**src/rtl/fac_pkg.sv**
```systemverilog
package fac_pkg;

  // ---------------------------------------------------------------
  // Register map (offsets in the system control space)
  // ---------------------------------------------------------------
  localparam logic [31:0] FAC_SCS_BASE         = 32'hE000E000;
  localparam logic [11:0] FAC_OFS_PROT_ADDR    = 12'hD34;
  localparam logic [11:0] FAC_OFS_BUS_ADDR     = 12'hD38;

  // ---------------------------------------------------------------
  // Reset values (documented as undefined, zero chosen)
  // ---------------------------------------------------------------
  localparam logic [31:0] FAC_ADDR_RST         = 32'h00000000;
  localparam logic [31:0] FAC_RDATA_RST        = 32'h00000000;
  localparam logic        FAC_VALID_RST        = 1'b0;

  // ---------------------------------------------------------------
  // Carriers
  // ---------------------------------------------------------------
  // Register access from the system control space decoder
  typedef struct packed {
    logic        sel;     // Access strobe, one cycle
    logic        wr;      // 1 write, 0 read
    logic        priv;    // Requester is privileged
    logic [11:0] offset;  // Offset from the system control space base
    logic [31:0] wdata;
  } fac_req_t;

  // Answer to a register access
  typedef struct packed {
    logic        ack;     // Mapped and granted
    logic        err;     // Mapped but refused
    logic [31:0] rdata;
  } fac_rsp_t;

  // Fault report from the load/store path
  typedef struct packed {
    logic        fault;     // One-cycle fault pulse
    logic [31:0] req_addr;  // Address the instruction asked for
    logic [31:0] act_addr;  // Address of the aligned access that failed
  } fac_fault_t;

  // Access decode result
  typedef enum logic [1:0] {
    FAC_DEC_NONE,
    FAC_DEC_PROT,
    FAC_DEC_BUS
  } fac_dec_t;

endpackage

```
**src/rtl/fac_top.sv**
```systemverilog
// Notes on behaviour
// - Protection address at D34, bus address D38
// - Only privileged software may read or write
// - Protection fault stores actual faulting address
// - Stored address may lie anywhere in access
// - Protection address meaningful only while valid
// - Bus fault stores the instruction's requested address
// - Bus address meaningful only while valid
`timescale 1ns/100ps
`default_nettype none

module fac_top
  import fac_pkg::*;
(
  input  wire logic        ref_clk_i,
  input  wire logic        rst_i,
  input  wire logic        ce_i,
  input  wire fac_req_t    req_i,
  output fac_rsp_t         rsp_o,
  input  wire fac_fault_t  prot_fault_i,
  input  wire fac_fault_t  bus_fault_i,
  input  wire logic        prot_valid_clr_i,
  input  wire logic        bus_valid_clr_i,
  output logic             protection_address_valid_o,
  output logic             bus_error_address_valid_o,
  output logic      [31:0] memory_protection_fault_address_o,
  output logic      [31:0] bus_error_address_o
);

  // ---------------------------------------------------------------
  // Access decode
  // ---------------------------------------------------------------
  fac_dec_t    dec;
  logic        granted;
  logic        refused;
  logic        prot_sw_wr;
  logic        bus_sw_wr;
  logic [31:0] prot_addr;
  logic [31:0] bus_addr;
  logic        prot_valid;
  logic        bus_valid;

  // Select the addressed register from the offset
  always_comb begin
    dec = FAC_DEC_NONE;
    if (req_i.sel) begin
      case (req_i.offset)
        FAC_OFS_PROT_ADDR: dec = FAC_DEC_PROT;
        FAC_OFS_BUS_ADDR:  dec = FAC_DEC_BUS;
        default:           dec = FAC_DEC_NONE;
      endcase
    end
  end

  // Privilege check on every mapped access
  assign granted = (dec != FAC_DEC_NONE) && req_i.priv;
  assign refused = (dec != FAC_DEC_NONE) && !req_i.priv;

  // Write strobes into the two slots
  assign prot_sw_wr = granted && req_i.wr && (dec == FAC_DEC_PROT);
  assign bus_sw_wr  = granted && req_i.wr && (dec == FAC_DEC_BUS);

  // ---------------------------------------------------------------
  // Capture slots
  // ---------------------------------------------------------------
  // Protection fault keeps the failing aligned access address,
  // which may be any byte of the requested span
  fac_addr_slot u_prot_slot (
    .ref_clk_i      (ref_clk_i),
    .rst_i          (rst_i),
    .ce_i           (ce_i),
    .capture_i      (prot_fault_i.fault),
    .capture_addr_i (prot_fault_i.act_addr),
    .sw_wr_i        (prot_sw_wr),
    .sw_wdata_i     (req_i.wdata),
    .valid_clr_i    (prot_valid_clr_i),
    .addr_o         (prot_addr),
    .valid_o        (prot_valid)
  );

  // Bus fault keeps the address the instruction asked for
  fac_addr_slot u_bus_slot (
    .ref_clk_i      (ref_clk_i),
    .rst_i          (rst_i),
    .ce_i           (ce_i),
    .capture_i      (bus_fault_i.fault),
    .capture_addr_i (bus_fault_i.req_addr),
    .sw_wr_i        (bus_sw_wr),
    .sw_wdata_i     (req_i.wdata),
    .valid_clr_i    (bus_valid_clr_i),
    .addr_o         (bus_addr),
    .valid_o        (bus_valid)
  );

  // ---------------------------------------------------------------
  // Answer path
  // ---------------------------------------------------------------
  logic        ack_reg;
  logic        ack_next;
  logic        err_reg;
  logic        err_next;
  logic [31:0] rdata_reg;
  logic [31:0] rdata_next;

  // Read data shows the value held at the access edge
  always_comb begin
    ack_next   = granted;
    err_next   = refused;
    rdata_next = FAC_RDATA_RST;
    if (granted && !req_i.wr) begin
      case (dec)
        FAC_DEC_PROT: rdata_next = prot_addr;
        FAC_DEC_BUS:  rdata_next = bus_addr;
        default:      rdata_next = FAC_RDATA_RST;
      endcase
    end
  end

  // Answer registers, one cycle after the request
  always_ff @(posedge ref_clk_i) begin
    if (rst_i) begin
      ack_reg   <= 1'b0;
      err_reg   <= 1'b0;
      rdata_reg <= FAC_RDATA_RST;
    end else if (ce_i) begin
      ack_reg   <= ack_next;
      err_reg   <= err_next;
      rdata_reg <= rdata_next;
    end
  end

  // ---------------------------------------------------------------
  // Outputs
  // ---------------------------------------------------------------
  assign rsp_o.ack   = ack_reg;
  assign rsp_o.err   = err_reg;
  assign rsp_o.rdata = rdata_reg;

  // Valid flags qualify the captured addresses
  assign protection_address_valid_o        = prot_valid;
  assign bus_error_address_valid_o         = bus_valid;
  assign memory_protection_fault_address_o = prot_addr;
  assign bus_error_address_o               = bus_addr;

endmodule

`default_nettype wire

```
**src/rtl/fac_addr_slot.sv**
```systemverilog
`timescale 1ns/100ps
`default_nettype none

module fac_addr_slot
  import fac_pkg::*;
(
  input  wire logic        ref_clk_i,
  input  wire logic        rst_i,
  input  wire logic        ce_i,
  input  wire logic        capture_i,
  input  wire logic [31:0] capture_addr_i,
  input  wire logic        sw_wr_i,
  input  wire logic [31:0] sw_wdata_i,
  input  wire logic        valid_clr_i,
  output logic      [31:0] addr_o,
  output logic             valid_o
);

  logic [31:0] addr_reg;
  logic [31:0] addr_next;
  logic        valid_reg;
  logic        valid_next;

  // ---------------------------------------------------------------
  // Next state: a fault beats a software write and a flag clear
  // ---------------------------------------------------------------
  always_comb begin
    addr_next  = addr_reg;
    valid_next = valid_reg;
    if (capture_i) begin
      addr_next  = capture_addr_i;
      valid_next = 1'b1;
    end else begin
      if (sw_wr_i) begin
        addr_next = sw_wdata_i;
      end
      if (valid_clr_i) begin
        valid_next = 1'b0;
      end
    end
  end

  // Registers, frozen while the clock enable is low and reset is not asserted
  always_ff @(posedge ref_clk_i) begin
    if (rst_i) begin
      addr_reg  <= FAC_ADDR_RST;
      valid_reg <= FAC_VALID_RST;
    end else if (ce_i) begin
      addr_reg  <= addr_next;
      valid_reg <= valid_next;
    end
  end

  assign addr_o  = addr_reg;
  assign valid_o = valid_reg;

endmodule

`default_nettype wire

```
**config.mk**
```make
export PLATFORM = sky130hd
export DESIGN_NAME = fac_top
export DESIGN_NICKNAME = d
export VERILOG_FILES = /design/src/rtl/fac_pkg.sv /design/src/rtl/fac_top.sv /design/src/rtl/fac_addr_slot.sv
export SDC_FILE = /design/constraint.sdc
export NUM_CORES = 1
export LEC_CHECK = 0
export BUFFER_PORTS_ARGS = -buffer_cell sky130_fd_sc_hd__clkbuf_2
export CAP_MARGIN = 10
export CORE_UTILIZATION = 35
export CTS_CLUSTER_DIAMETER = 150
export DETAILED_ROUTE_END_ITERATION = 12
export PLACE_DENSITY = 0.66
export SKIP_LAST_GASP = 1
export SLEW_MARGIN = 20
export SYNTH_ARGS = -nofsm -noshare
export SYNTH_HDL_FRONTEND = slang
export SYNTH_HIERARCHICAL = 1
export SYNTH_SLANG_ARGS = --single-unit
```
**constraint.sdc**
```tcl
create_clock -name ref_clk_i -period 2.7 [get_ports ref_clk_i]
set_clock_uncertainty 0.05 [all_clocks]
set_input_delay 0.54 -clock ref_clk_i [delete_from_list [all_inputs] [get_ports ref_clk_i]]
set_output_delay 0.54 -clock ref_clk_i [all_outputs]
set_load 0.1 [all_outputs]
```
# == After elaboration in Yosys (flattened, before gate mapping) ==
# Cells that the tools add are included.
# op_classes
n_eq_ne,4
mux,12
reduce_logical,17
# ops
operator,n
32-bit two-way mux,5
32-bit one-hot mux with 2 select lines,1
12-bit == test (second input constant),2
2-bit nonzero test,5
2-bit AND reduction,4
1-bit logical AND,6
1-bit two-way mux,4
2-bit one-hot mux with 2 select lines,1
2-bit by 1-bit == test with 1-bit output (second input constant),1
2-bit == test (second input constant),1
1-bit logical NOT,2
2-bit two-way mux,1
# totals
regBits,100
in_bits,182
out_inout_bits,100
word_cells,40

# == Logic depth before layout (Yosys ltp) ==
# Gate-level depths: netlist of run 1.
# depth
depth_word,9
ltp_mapped,9
mapped_depth_nobuf,7

# == Hierarchy ==
# Netlist of run 1, hierarchy kept.
# by_module_without_submodules
mod,n_inst,cells_per_inst,area_each_um2,seq_area_each_um2
fac_addr_slot,2,151,1918.1,660.6
fac_top,1,175,1841.8,680.7

# == Least setup slack after synthesis of run 1 ==
# OpenSTA, ideal clock, no wires.
# synth_timing
path_kind,input port to flip-flop
from,input port req_i[39] (netlist name)
to,register u_bus_slot.addr_reg[0] (netlist: u_bus_slot/addr_o[0])
setup_ns,0.126
arrival_time_ns,2.489
required_ns,2.524
slack_ns,0.035
path_stages,9
path_buffers,3
cell_sequence,nor4b_1 > and4_1 > ha_1 > clkbuf_1 > clkbuf_1 > and3_1 > o21a_4 > buf_4 > o32ai_2
# synth_between
elab_chain_cells,9
elab_cells_between_ends,11
classes_between,eq/ne (3); mux (2); reduce/logical (6)
# synth_lines
item,line,text
"start, declared",fac_top.sv:18,"input wire fac_req_t req_i,"
12-bit == test,fac_top.sv:47,case (req_i.offset)
2-bit one-hot mux with 2 select lines (*),fac_top.sv:47,
2-bit two-way mux (*),fac_top.sv:46,if (req_i.sel) begin
2-bit nonzero test,fac_top.sv:56,assign granted = (dec != FAC_DEC_NONE) && req_i.priv;
1-bit logical AND,fac_top.sv:56,
1-bit logical AND,fac_top.sv:61,assign bus_sw_wr = granted && req_i.wr && (dec == FAC_DEC_BUS);
1-bit logical AND (*),fac_top.sv:61,
net bus_sw_wr,fac_top.sv:37,logic bus_sw_wr;
2-bit nonzero test (no source line) (*),--,
2-bit AND reduction (no source line) (*),--,
"end signal, assigned",fac_addr_slot.sv:49,addr_reg <= addr_next;
"end, declared",fac_addr_slot.sv:19,logic [31:0] addr_reg;
# The timed path passes the listed nets; every way through them passes the cells marked *.
# A chain may end at the register's enable or synchronous reset.

# == Worst setup path in the final report of run 1 ==
# layout_timing
from,input port req_i[39] (netlist name)
to,register rdata_reg[4]
# layout_between
elab_chain_cells,7
elab_cells_between_ends,11
classes_between,eq/ne (4); mux (4); reduce/logical (3)
# layout_lines
item,line,text
12-bit == test,fac_top.sv:47,
2-bit one-hot mux with 2 select lines (*),fac_top.sv:47,
2-bit two-way mux (*),fac_top.sv:46,
"parallel branches: the longest is 3 deep, another holds 32-bit one-hot mux with 2 select lines",--,
32-bit two-way mux (*),fac_top.sv:110,if (granted && !req_i.wr) begin
"end signal, assigned",fac_top.sv:128,rdata_reg <= rdata_next;
"end, declared",fac_top.sv:102,logic [31:0] rdata_reg;
# Every way passes the cells marked *.

==> reports/summary.md, run 1 <==
The flow ran to the end, and the final reports show no timing, DRC or antenna violations. Setup violations remaining at the end of the flow were counted as 0. Before antenna repair, the detailed router went through 5 iterations. The most common flop cell mapped by yosys was sky130_fd_sc_hd__dfxtp_1. The path class of the tightest hold or removal check is register to register. The share of post-route cells with drive strength above 1 was 53.1%. The initial utilization of the core area, before any placement, comes to 35.7%.

Setup slack on the worst reg-to-reg path comes out at 1.68 ns. Counting instances, the worst hold path has a depth of 2. The logs give 662 for the number of nets produced by synthesis and 0 for the final count of pins violating max slew. The floorplan step defined a die boundary enclosing 16700 um2. The post-synthesis instance area was 5680 um2; the width of the die was 129 um.

Of all nets on the critical path, the largest fanout is 12. The largest net degree at the start of global routing came out at 51. The clock sink total was 100.

TritonCTS built the clock tree. The logs give 282 for the number of top-level design ports and 17800 um for the routed wire length. The end point of the worst hold path is rdata_reg[14]. Relative to the synthesized area, the layout overhead comes to 27.2%. Once the clock tree was built, the resizer swapped 0 gates to a different size. The number of antenna diodes in the final layout is 0. The setup path with the least slack is of type primary input to register. The number of H-tree branching levels is 3, and the maximum ir drop on the vdd rail is 0.321 mV. Largest area contributor in the synthesized netlist: sky130_fd_sc_hd__dfxtp_1. The number of synthesized flops with an enable pin was 0. The core footprint came out at 15900 um2. In this run the biggest area consumer among cell types represents 35.3% of the synthesized area.

The count of buffers added on input and output ports is 217. The logs give 0 for the final hold violation count and 2.91 ns for the required time of the critical path. The worst hold path begins at rdata_reg[14]. The count of nets left with antenna violations once routing finished came out at 0. For the number of global-route vias before repair, the log shows 4808. The slew of the pin with the lowest slew margin was 0.684 ns; the routed length per placed instance was 19.7 um. Counting cells, the worst reg-to-reg path comes to 2. The worst register-to-register path begins at u_bus_slot/addr_o[20].

The number of antenna violations at the first check in global routing was 0; the synthesized flop and latch total was 100. Sorting the synthesized cells by area gives the leading types as sky130_fd_sc_hd__dfxtp_1 35%, sky130_fd_sc_hd__o32ai_2 26%, sky130_fd_sc_hd__mux2i_1 11%. The cell at the root of the clock tree is sky130_fd_sc_hd__clkbuf_16. Setup repair after global routing left no endpoint under its margin.

Met3 wire length: 976 um. The first global-routing pass estimated 25800 um of wire. The worst setup slack before clock tree synthesis was -0.234 ns; the synthesized instance count was 477.

Total number of vias: 4816. In this run, the number of DRC markers left after iteration 0 of detailed routing was 180. After detailed placement, the design holds a cell count of 887. The leakage power figure is 2.87 nW.

Y dimension of the die: 129 um. For this run the aggregate overflow at the end of global routing stands at 0. After layout, the design draws a total of 3.79 mW. Hold-fix buffer count after cts: 0. For the worst-skew pair, the clock arrives at the later sink with an insertion delay of 0.35 ns. By instance count, the leading cell after synthesis is sky130_fd_sc_hd__dfxtp_1.

The run gives 2.78 ns as the critical path data arrival time. The final period utilization was 95.1%. The launching element of the worst setup path is req_i[39]. In this run, CTS created clock tree buffers numbering 9. The finished layout holds 903 standard cells, fillers aside. Worst relative slew slack: 54.3%. The number of rows created at floorplan is 46, and the proportion of synthesized chip area in sequential cells is 35.3%. For this design the ratio of total power to cell area is 525 nW/um2.

The worst setup path is captured at a register. Yosys printed 6 warnings. The longest clock path from root to sink contains 2 buffers. Across the run, the number of max-cap violations was 0. The run gives 8970 um as the met2 wire length. Routed metal-1 wire length: 7400 um. Top metal layer carrying routed signals: met4. Final period demand of the worst path: 2.57 ns.

Clock-pin slew was measured on the worst setup and hold paths at 0.07 ns. The via density per instance is 5.33. The endpoint identified for the worst register-to-register timing path is rdata_reg[20]. Timing would allow up to 390 MHz. STA classifies the critical path startpoint as a primary input. The commonest cells after synthesis are 100 x sky130_fd_sc_hd__dfxtp_1, 90 x sky130_fd_sc_hd__o32ai_2, 67 x sky130_fd_sc_hd__nand2b_1. The final net count is 867.

Averaged over all synthesized cells, the footprint is 11.9 um2. After clock tree synthesis, the setup repair step added 0 buffers. The remaining design rule violation count was 0.

The count of distinct cell types in the synthesized netlist was 30; the post-synthesis async set-or-reset flop share was 0%. In the global route stage, overall resource usage came out at 20.7%. Hold is met by 0.415 ns. Routability-driven placement finished with a final weighted congestion of 0.815.

Setup slack on the critical path of the routed design comes to 0.134 ns. Detailed placement finished with a half-perimeter wire length of 12700 um.
## power by group
| part | leakage, nW | switching (mW) | internal, mW | total [mW] |
|---|---|---|---|---|
| registers | 0.814 | 0.0439 | 1.53 | 1.57 |
| logic | 1.92 | 0.657 | 0.265 | 0.922 |
| clock network | 0.137 | 0.586 | 0.714 | 1.30 |
## worst max-delay path, stage by stage
cell and delay, ns:
sky130_fd_sc_hd__clkbuf_2 0.08, sky130_fd_sc_hd__nor4b_1 0.31, sky130_fd_sc_hd__buf_4 0.18, sky130_fd_sc_hd__nand4_1 0.10
sky130_fd_sc_hd__ha_1 0.32, sky130_fd_sc_hd__or4b_2 0.73, sky130_fd_sc_hd__buf_4 0.24, sky130_fd_sc_hd__o32ai_2 0.26
## layer usage
layer  track usage, %  vias to the layer above
li1                 -                     2230
met1             24.2                     2356
met2             36.7                      200
met3             3.76                       30
met4             9.48                        0
met5                0                        -
## per-stage QoR
step	cell area (um2)	TNS (ns)	utilization, %
finish	7220	0	45.5
global route	7220	0	45.5
CTS	7220	0	45.5
detailed placement	6930	-6.72	43.6
global placement	6930	-5.08	43.6
floorplan	5680	0	-
## cell usage in the layout (no fill, tap or decap), drive strengths merged
cell type  count
nor2           2
bufinv         1
clkbuf       226
or2            1
nand3b         1
nor4b          1
ha             3
nand2b        69
and3           3
nand4          2
a21bo          2
nor4bb         1
nor2b          3
or3b           1
nand2          2
o32ai         96
o21a           2
dfxtp        100
or4b           1
buf           30
clkinvlp       3
and4           2
a21oi          4
clkinv         3
a22oi         32
inv           32
mux2i         64
## area by class of cell
class,count,area [um2]
Fill cell,1510,8660
Multi-Input combinational cell,292,3100
Sequential cell,100,2000
Timing Repair Buffer,247,1440
Tap cell,216,270
Clock buffer,9,225
Inverter,32,120
Clock inverter,7,67.6
## worst max path at each step
stage,end,slack [ns]
after floorplan,u_bus_slot/addr_o[0],0.03
after global placement,rdata_reg[15],-0.18
after detailed placement,rdata_reg[19],-0.23
after CTS,rdata_reg[4],0.12
after global routing,rdata_reg[15],0.02
final,rdata_reg[4],0.13
## cell families after synthesis
logic type | count (synthesis) | share of synthesized area [%]
compound gates | 136 | 32.2
fa+ha+maj | 3 | 0.661
buf+inv | 85 | 10.1
flops | 100 | 35.3
mux | 64 | 11.3
simple gates | 89 | 10.5
Note: power is estimated with default switching activity, not from simulation.
==> run 2: changes to the inputs <==
--- a/config.mk
+++ b/config.mk
@@ -10,10 +10,10 @@
 export CORE_UTILIZATION = 35
 export CTS_CLUSTER_DIAMETER = 150
 export DETAILED_ROUTE_END_ITERATION = 12
-export PLACE_DENSITY = 0.66
+export HOLD_SLACK_MARGIN = 0.1
+export PLACE_DENSITY = 0.67
 export SKIP_LAST_GASP = 1
 export SLEW_MARGIN = 20
 export SYNTH_ARGS = -nofsm -noshare
 export SYNTH_HDL_FRONTEND = slang
-export SYNTH_HIERARCHICAL = 1
 export SYNTH_SLANG_ARGS = --single-unit
==> run 2 against run 1 <==
  * Final area is 5.6% lower
  * First-iteration DRC count increased by 110%
  * Non-clock buffer count is 10 lower
  * Area after synthesis shrank 4.8%
  * Largest cell class unchanged
  * Maximum frequency increased by 14%
==> reports/summary.md, run 2 <==
Among all flip-flop cells after synthesis, the most frequent one is sky130_fd_sc_hd__dfxtp_1. For the worst setup path, the data required time is 2.92 ns. The final estimated routing congestion in global placement is 0.767. The logs give 0 for the number of antenna violations at the first check in global routing and 100 for the clock sink total.

The startpoint class of the critical path is a primary input. The worst setup path category is primary input to register. The initialized floorplan defines 45 standard-cell rows.

Largest area contributor in the synthesized netlist: sky130_fd_sc_hd__dfxtp_1. The clock insertion delay at the later pin of the skew report was 0.34 ns; the CTS clock-pin slew for the worst setup and hold paths was 0.07 ns. The repair_antennas step left the layout with diodes totalling 0. By count the netlist is led by 100 x sky130_fd_sc_hd__dfxtp_1, 99 x sky130_fd_sc_hd__nand2_1, 91 x sky130_fd_sc_hd__nor2b_1. STA classifies the critical path endpoint as a register.

The synthesized flop and latch total is 100, and the number of global-route vias before repair is 4859. From left edge to right edge, the die measures 126 um. The worst path in the final design needs a cycle of 2.25 ns, including I/O delays and setup. A synthesized cell averages 8.27 um2.

The worst register-to-register path ends at u_prot_slot.addr_o[7]. Kind of cell adding the most delay to the critical path: simple AND/OR/NAND/NOR gates. In this run the static leakage power is 2.70 nW. Startpoint of the most critical register-to-register path: u_prot_slot.addr_o[7]. Once layout is complete, the utilization of the core stands at 45.0%. After detailed routing, the number of remaining DRC violations is 0. The final count of pins violating max slew was 0; the delay of the slowest cell on the worst path was 0.39 ns.

The run gives 0.345 mV as the maximum ir drop on the vdd rail. Of all flip-flops after synthesis, the portion carrying an async set or reset was 0%. For the worst setup path, the data arrival time is 2.46 ns.

For the wire length of the first global-routing pass, the log shows 26700 um. After synthesis, the netlist uses 29 different library cells. Worst-path cell with the longest stage delay: sky130_fd_sc_hd__nor4b_1.

Hold is met by 0.399 ns. By area the synthesized netlist is led by sky130_fd_sc_hd__dfxtp_1 37%, sky130_fd_sc_hd__nor2b_1 11%, sky130_fd_sc_hd__o221ai_1 8.3%. Max-cap violations in this run came to 0. The final period utilization works out to 83.2%. Prior to clock tree synthesis, the placed netlist has a worst setup slack of 0.0857 ns. The biggest fanout along the worst timing path works out to 16. Summed over all nets, the half-perimeter wirelength after detailed placement is 11500 um. Synthesis produced a netlist with a net count of 839. The most common cell after layout, fill and taps aside was sky130_fd_sc_hd__clkbuf_2. Setup repair after global routing left no endpoint under its margin.

For this run, the register share of the synthesized area comes to 37.0%. The longest clock path from root to sink contains 2 buffers. Power spread over the standard cell area amounts to 577 nW/um2. Cells with a size suffix above 1 make up 34.4% of the layout.

In this run the worst hold path is classified as register to register. The tools report the final hold violation count as 0. The count of buffers from port buffering came out at 217. The first routing iteration left 370 violations. The tools report the total number of vias as 5522. In the global route stage, overall resource usage came out at 21.1%. Clock tree synthesis selected as its root buffer the cell sky130_fd_sc_hd__clkbuf_16.

The critical path goes through clkbuf_2 > nor4b_1 > and3_1 > nand3b_1 > ha_1 > nor4b_2 > nand2_1 > buf_4 > o21ai_0. The final setup violation count was 0. The largest net degree at the start of global routing came out at 65. Timing would allow up to 445 MHz. The cell count of the worst hold path was 2. The y dimension of the die is 126 um. Buffering stage count on the worst path with inverters included: 2.

The final net count came out at 1016. For the pin with the worst max-slew slack, the measured transition is 0.949 ns. The sum of internal, switching and leakage power came out at 3.93 mW.

The flow ran to the end, and the final reports show no timing, DRC or antenna violations. Core footprint: 15100 um2. For this run the aggregate overflow at the end of global routing stands at 0. The signed area change from the synthesized netlist to the final layout came out at 26.1%. Across all setup checks in the final design, the least slack found is 0.455 ns. TritonCTS built the clock tree.

The tools report the worst setup slack for register-to-register paths as 1.75 ns. The run gives 5 as the number of iterations in the first detailed-routing pass. The CTS buffer count is 9, and the routed length per placed instance is 16.7 um. The synthesized design contains 0 enable-type register cells. The logs give 0 for the number of buffers added for setup after CTS and 654 for the synthesized instance count. The logs give 0 for the count of nets left with antenna violations after detail routing and 35.7% for the starting density of the core. The number of cells on the worst reg-to-reg path works out to 3. For the hold-fix buffer count after cts, the log shows 0. The mapped netlist covers 5410 um2. The destination of the critical timing path is rdata_reg[3].

The routed wire length was 17100 um. The critical path depth in cells is 9, and the area share of the largest cell type after synthesis is 37.0%. The worst pin sits at a relative slew slack of 36.6%. The clock tree synthesis step divided the H-tree into 3 levels. In the post-synthesis netlist, the cell with the most instances is sky130_fd_sc_hd__dfxtp_1. During I/O placement, the number of pins put on the boundary was 282. The most critical setup path has its startpoint at req_i[39]. The floorplan step defined a die boundary enclosing 15900 um2. The via density per instance works out to 5.39. The top cell types in the final layout, fill and taps aside, are 215 x sky130_fd_sc_hd__clkbuf_2, 100 x sky130_fd_sc_hd__dfxtp_1, 99 x sky130_fd_sc_hd__nand2_1, 91 x sky130_fd_sc_hd__nor2b_1, 65 x sky130_fd_sc_hd__nand3_1.

The run gives 0 as the count of synthesis-stage warnings from yosys. The number of instances resized during post-cts repair is 0, and the accumulated negative setup slack is 0 ns.
run 2: changes by cell type after synthesis, moves of 18 or more:
cell	previous run	this run
sky130_fd_sc_hd__a21oi_1	4	48
sky130_fd_sc_hd__a21oi_2	0	18
sky130_fd_sc_hd__buf_2	1	32
sky130_fd_sc_hd__inv_1	32	0
sky130_fd_sc_hd__mux2i_1	64	2
sky130_fd_sc_hd__nand2_1	2	99
sky130_fd_sc_hd__nand2b_1	67	0
sky130_fd_sc_hd__nand3_1	0	65
sky130_fd_sc_hd__nor2b_1	3	91
sky130_fd_sc_hd__o21ai_0	0	28
sky130_fd_sc_hd__o221ai_1	0	51
sky130_fd_sc_hd__o32ai_2	90	0
run 2: cell type report:
class	instances	area, um2
clock buffer	12	246
fill	1547	8330
multi-input combinational	483	2990
clock inverter	4	72.6
timing repair buffer	237	1280
sequential	100	2000
tap	188	235
run 2: per-layer routing:
layer | share of wire [%] | up-vias | routed length (um) | GRT usage (%)
met1 | 46 | 2563 | 7950 | 29.1
met4 | 1.3 | 0 | 226 | 6.52
li1 | - | 2708 | - | -
met3 | 7.1 | 16 | 1210 | 3.82
met5 | 0 | - | 0 | 0
met2 | 45 | 235 | 7760 | 33.3
run 2: worst register-to-register path, stage by stage (launching register included):
cell	delay [ns]
sky130_fd_sc_hd__dfxtp_1	0.35
sky130_fd_sc_hd__nor2b_1	0.14
sky130_fd_sc_hd__a21oi_1	0.13
sky130_fd_sc_hd__o221ai_1	0.14
run 2: stage by stage:
stage,std cells,instance area (um2)
floorplan,654,5410
global placement,1008,6500
detailed placement,1008,6500
CTS,1024,6820
global route,1024,6820
finish,1024,6820
run 2: worst min-delay path by stage:
stage | start | endpoint | slack (ns)
global route | rdata_reg[9] | rdata_reg[9] | 0.42
floorplan | ack_reg | ack_reg | 0.41
finish | rdata_reg[8] | rdata_reg[8] | 0.40
CTS | rdata_reg[9] | rdata_reg[9] | 0.40
global placement | rdata_reg[0] | rdata_reg[0] | 0.39
detailed placement | rdata_reg[15] | rdata_reg[15] | 0.39
run 2: cells by family (layout without fill, tap and decap cells):
kind of cell	Yosys count	count (layout)	share of synthesized area, %
fa+ha+maj	3	3	0.694
mux	2	2	0.370
buf+inv	71	253	8.03
simple gates	284	284	27.2
flops	100	100	37.0
compound gates	194	194	26.6
run 2: power breakdown:
| part | switching, mW | internal (mW) |
|---|---|---|
| Clock | 0.587 | 0.838 |
| Combinational | 0.685 | 0.220 |
| Sequential | 0.0648 | 1.54 |
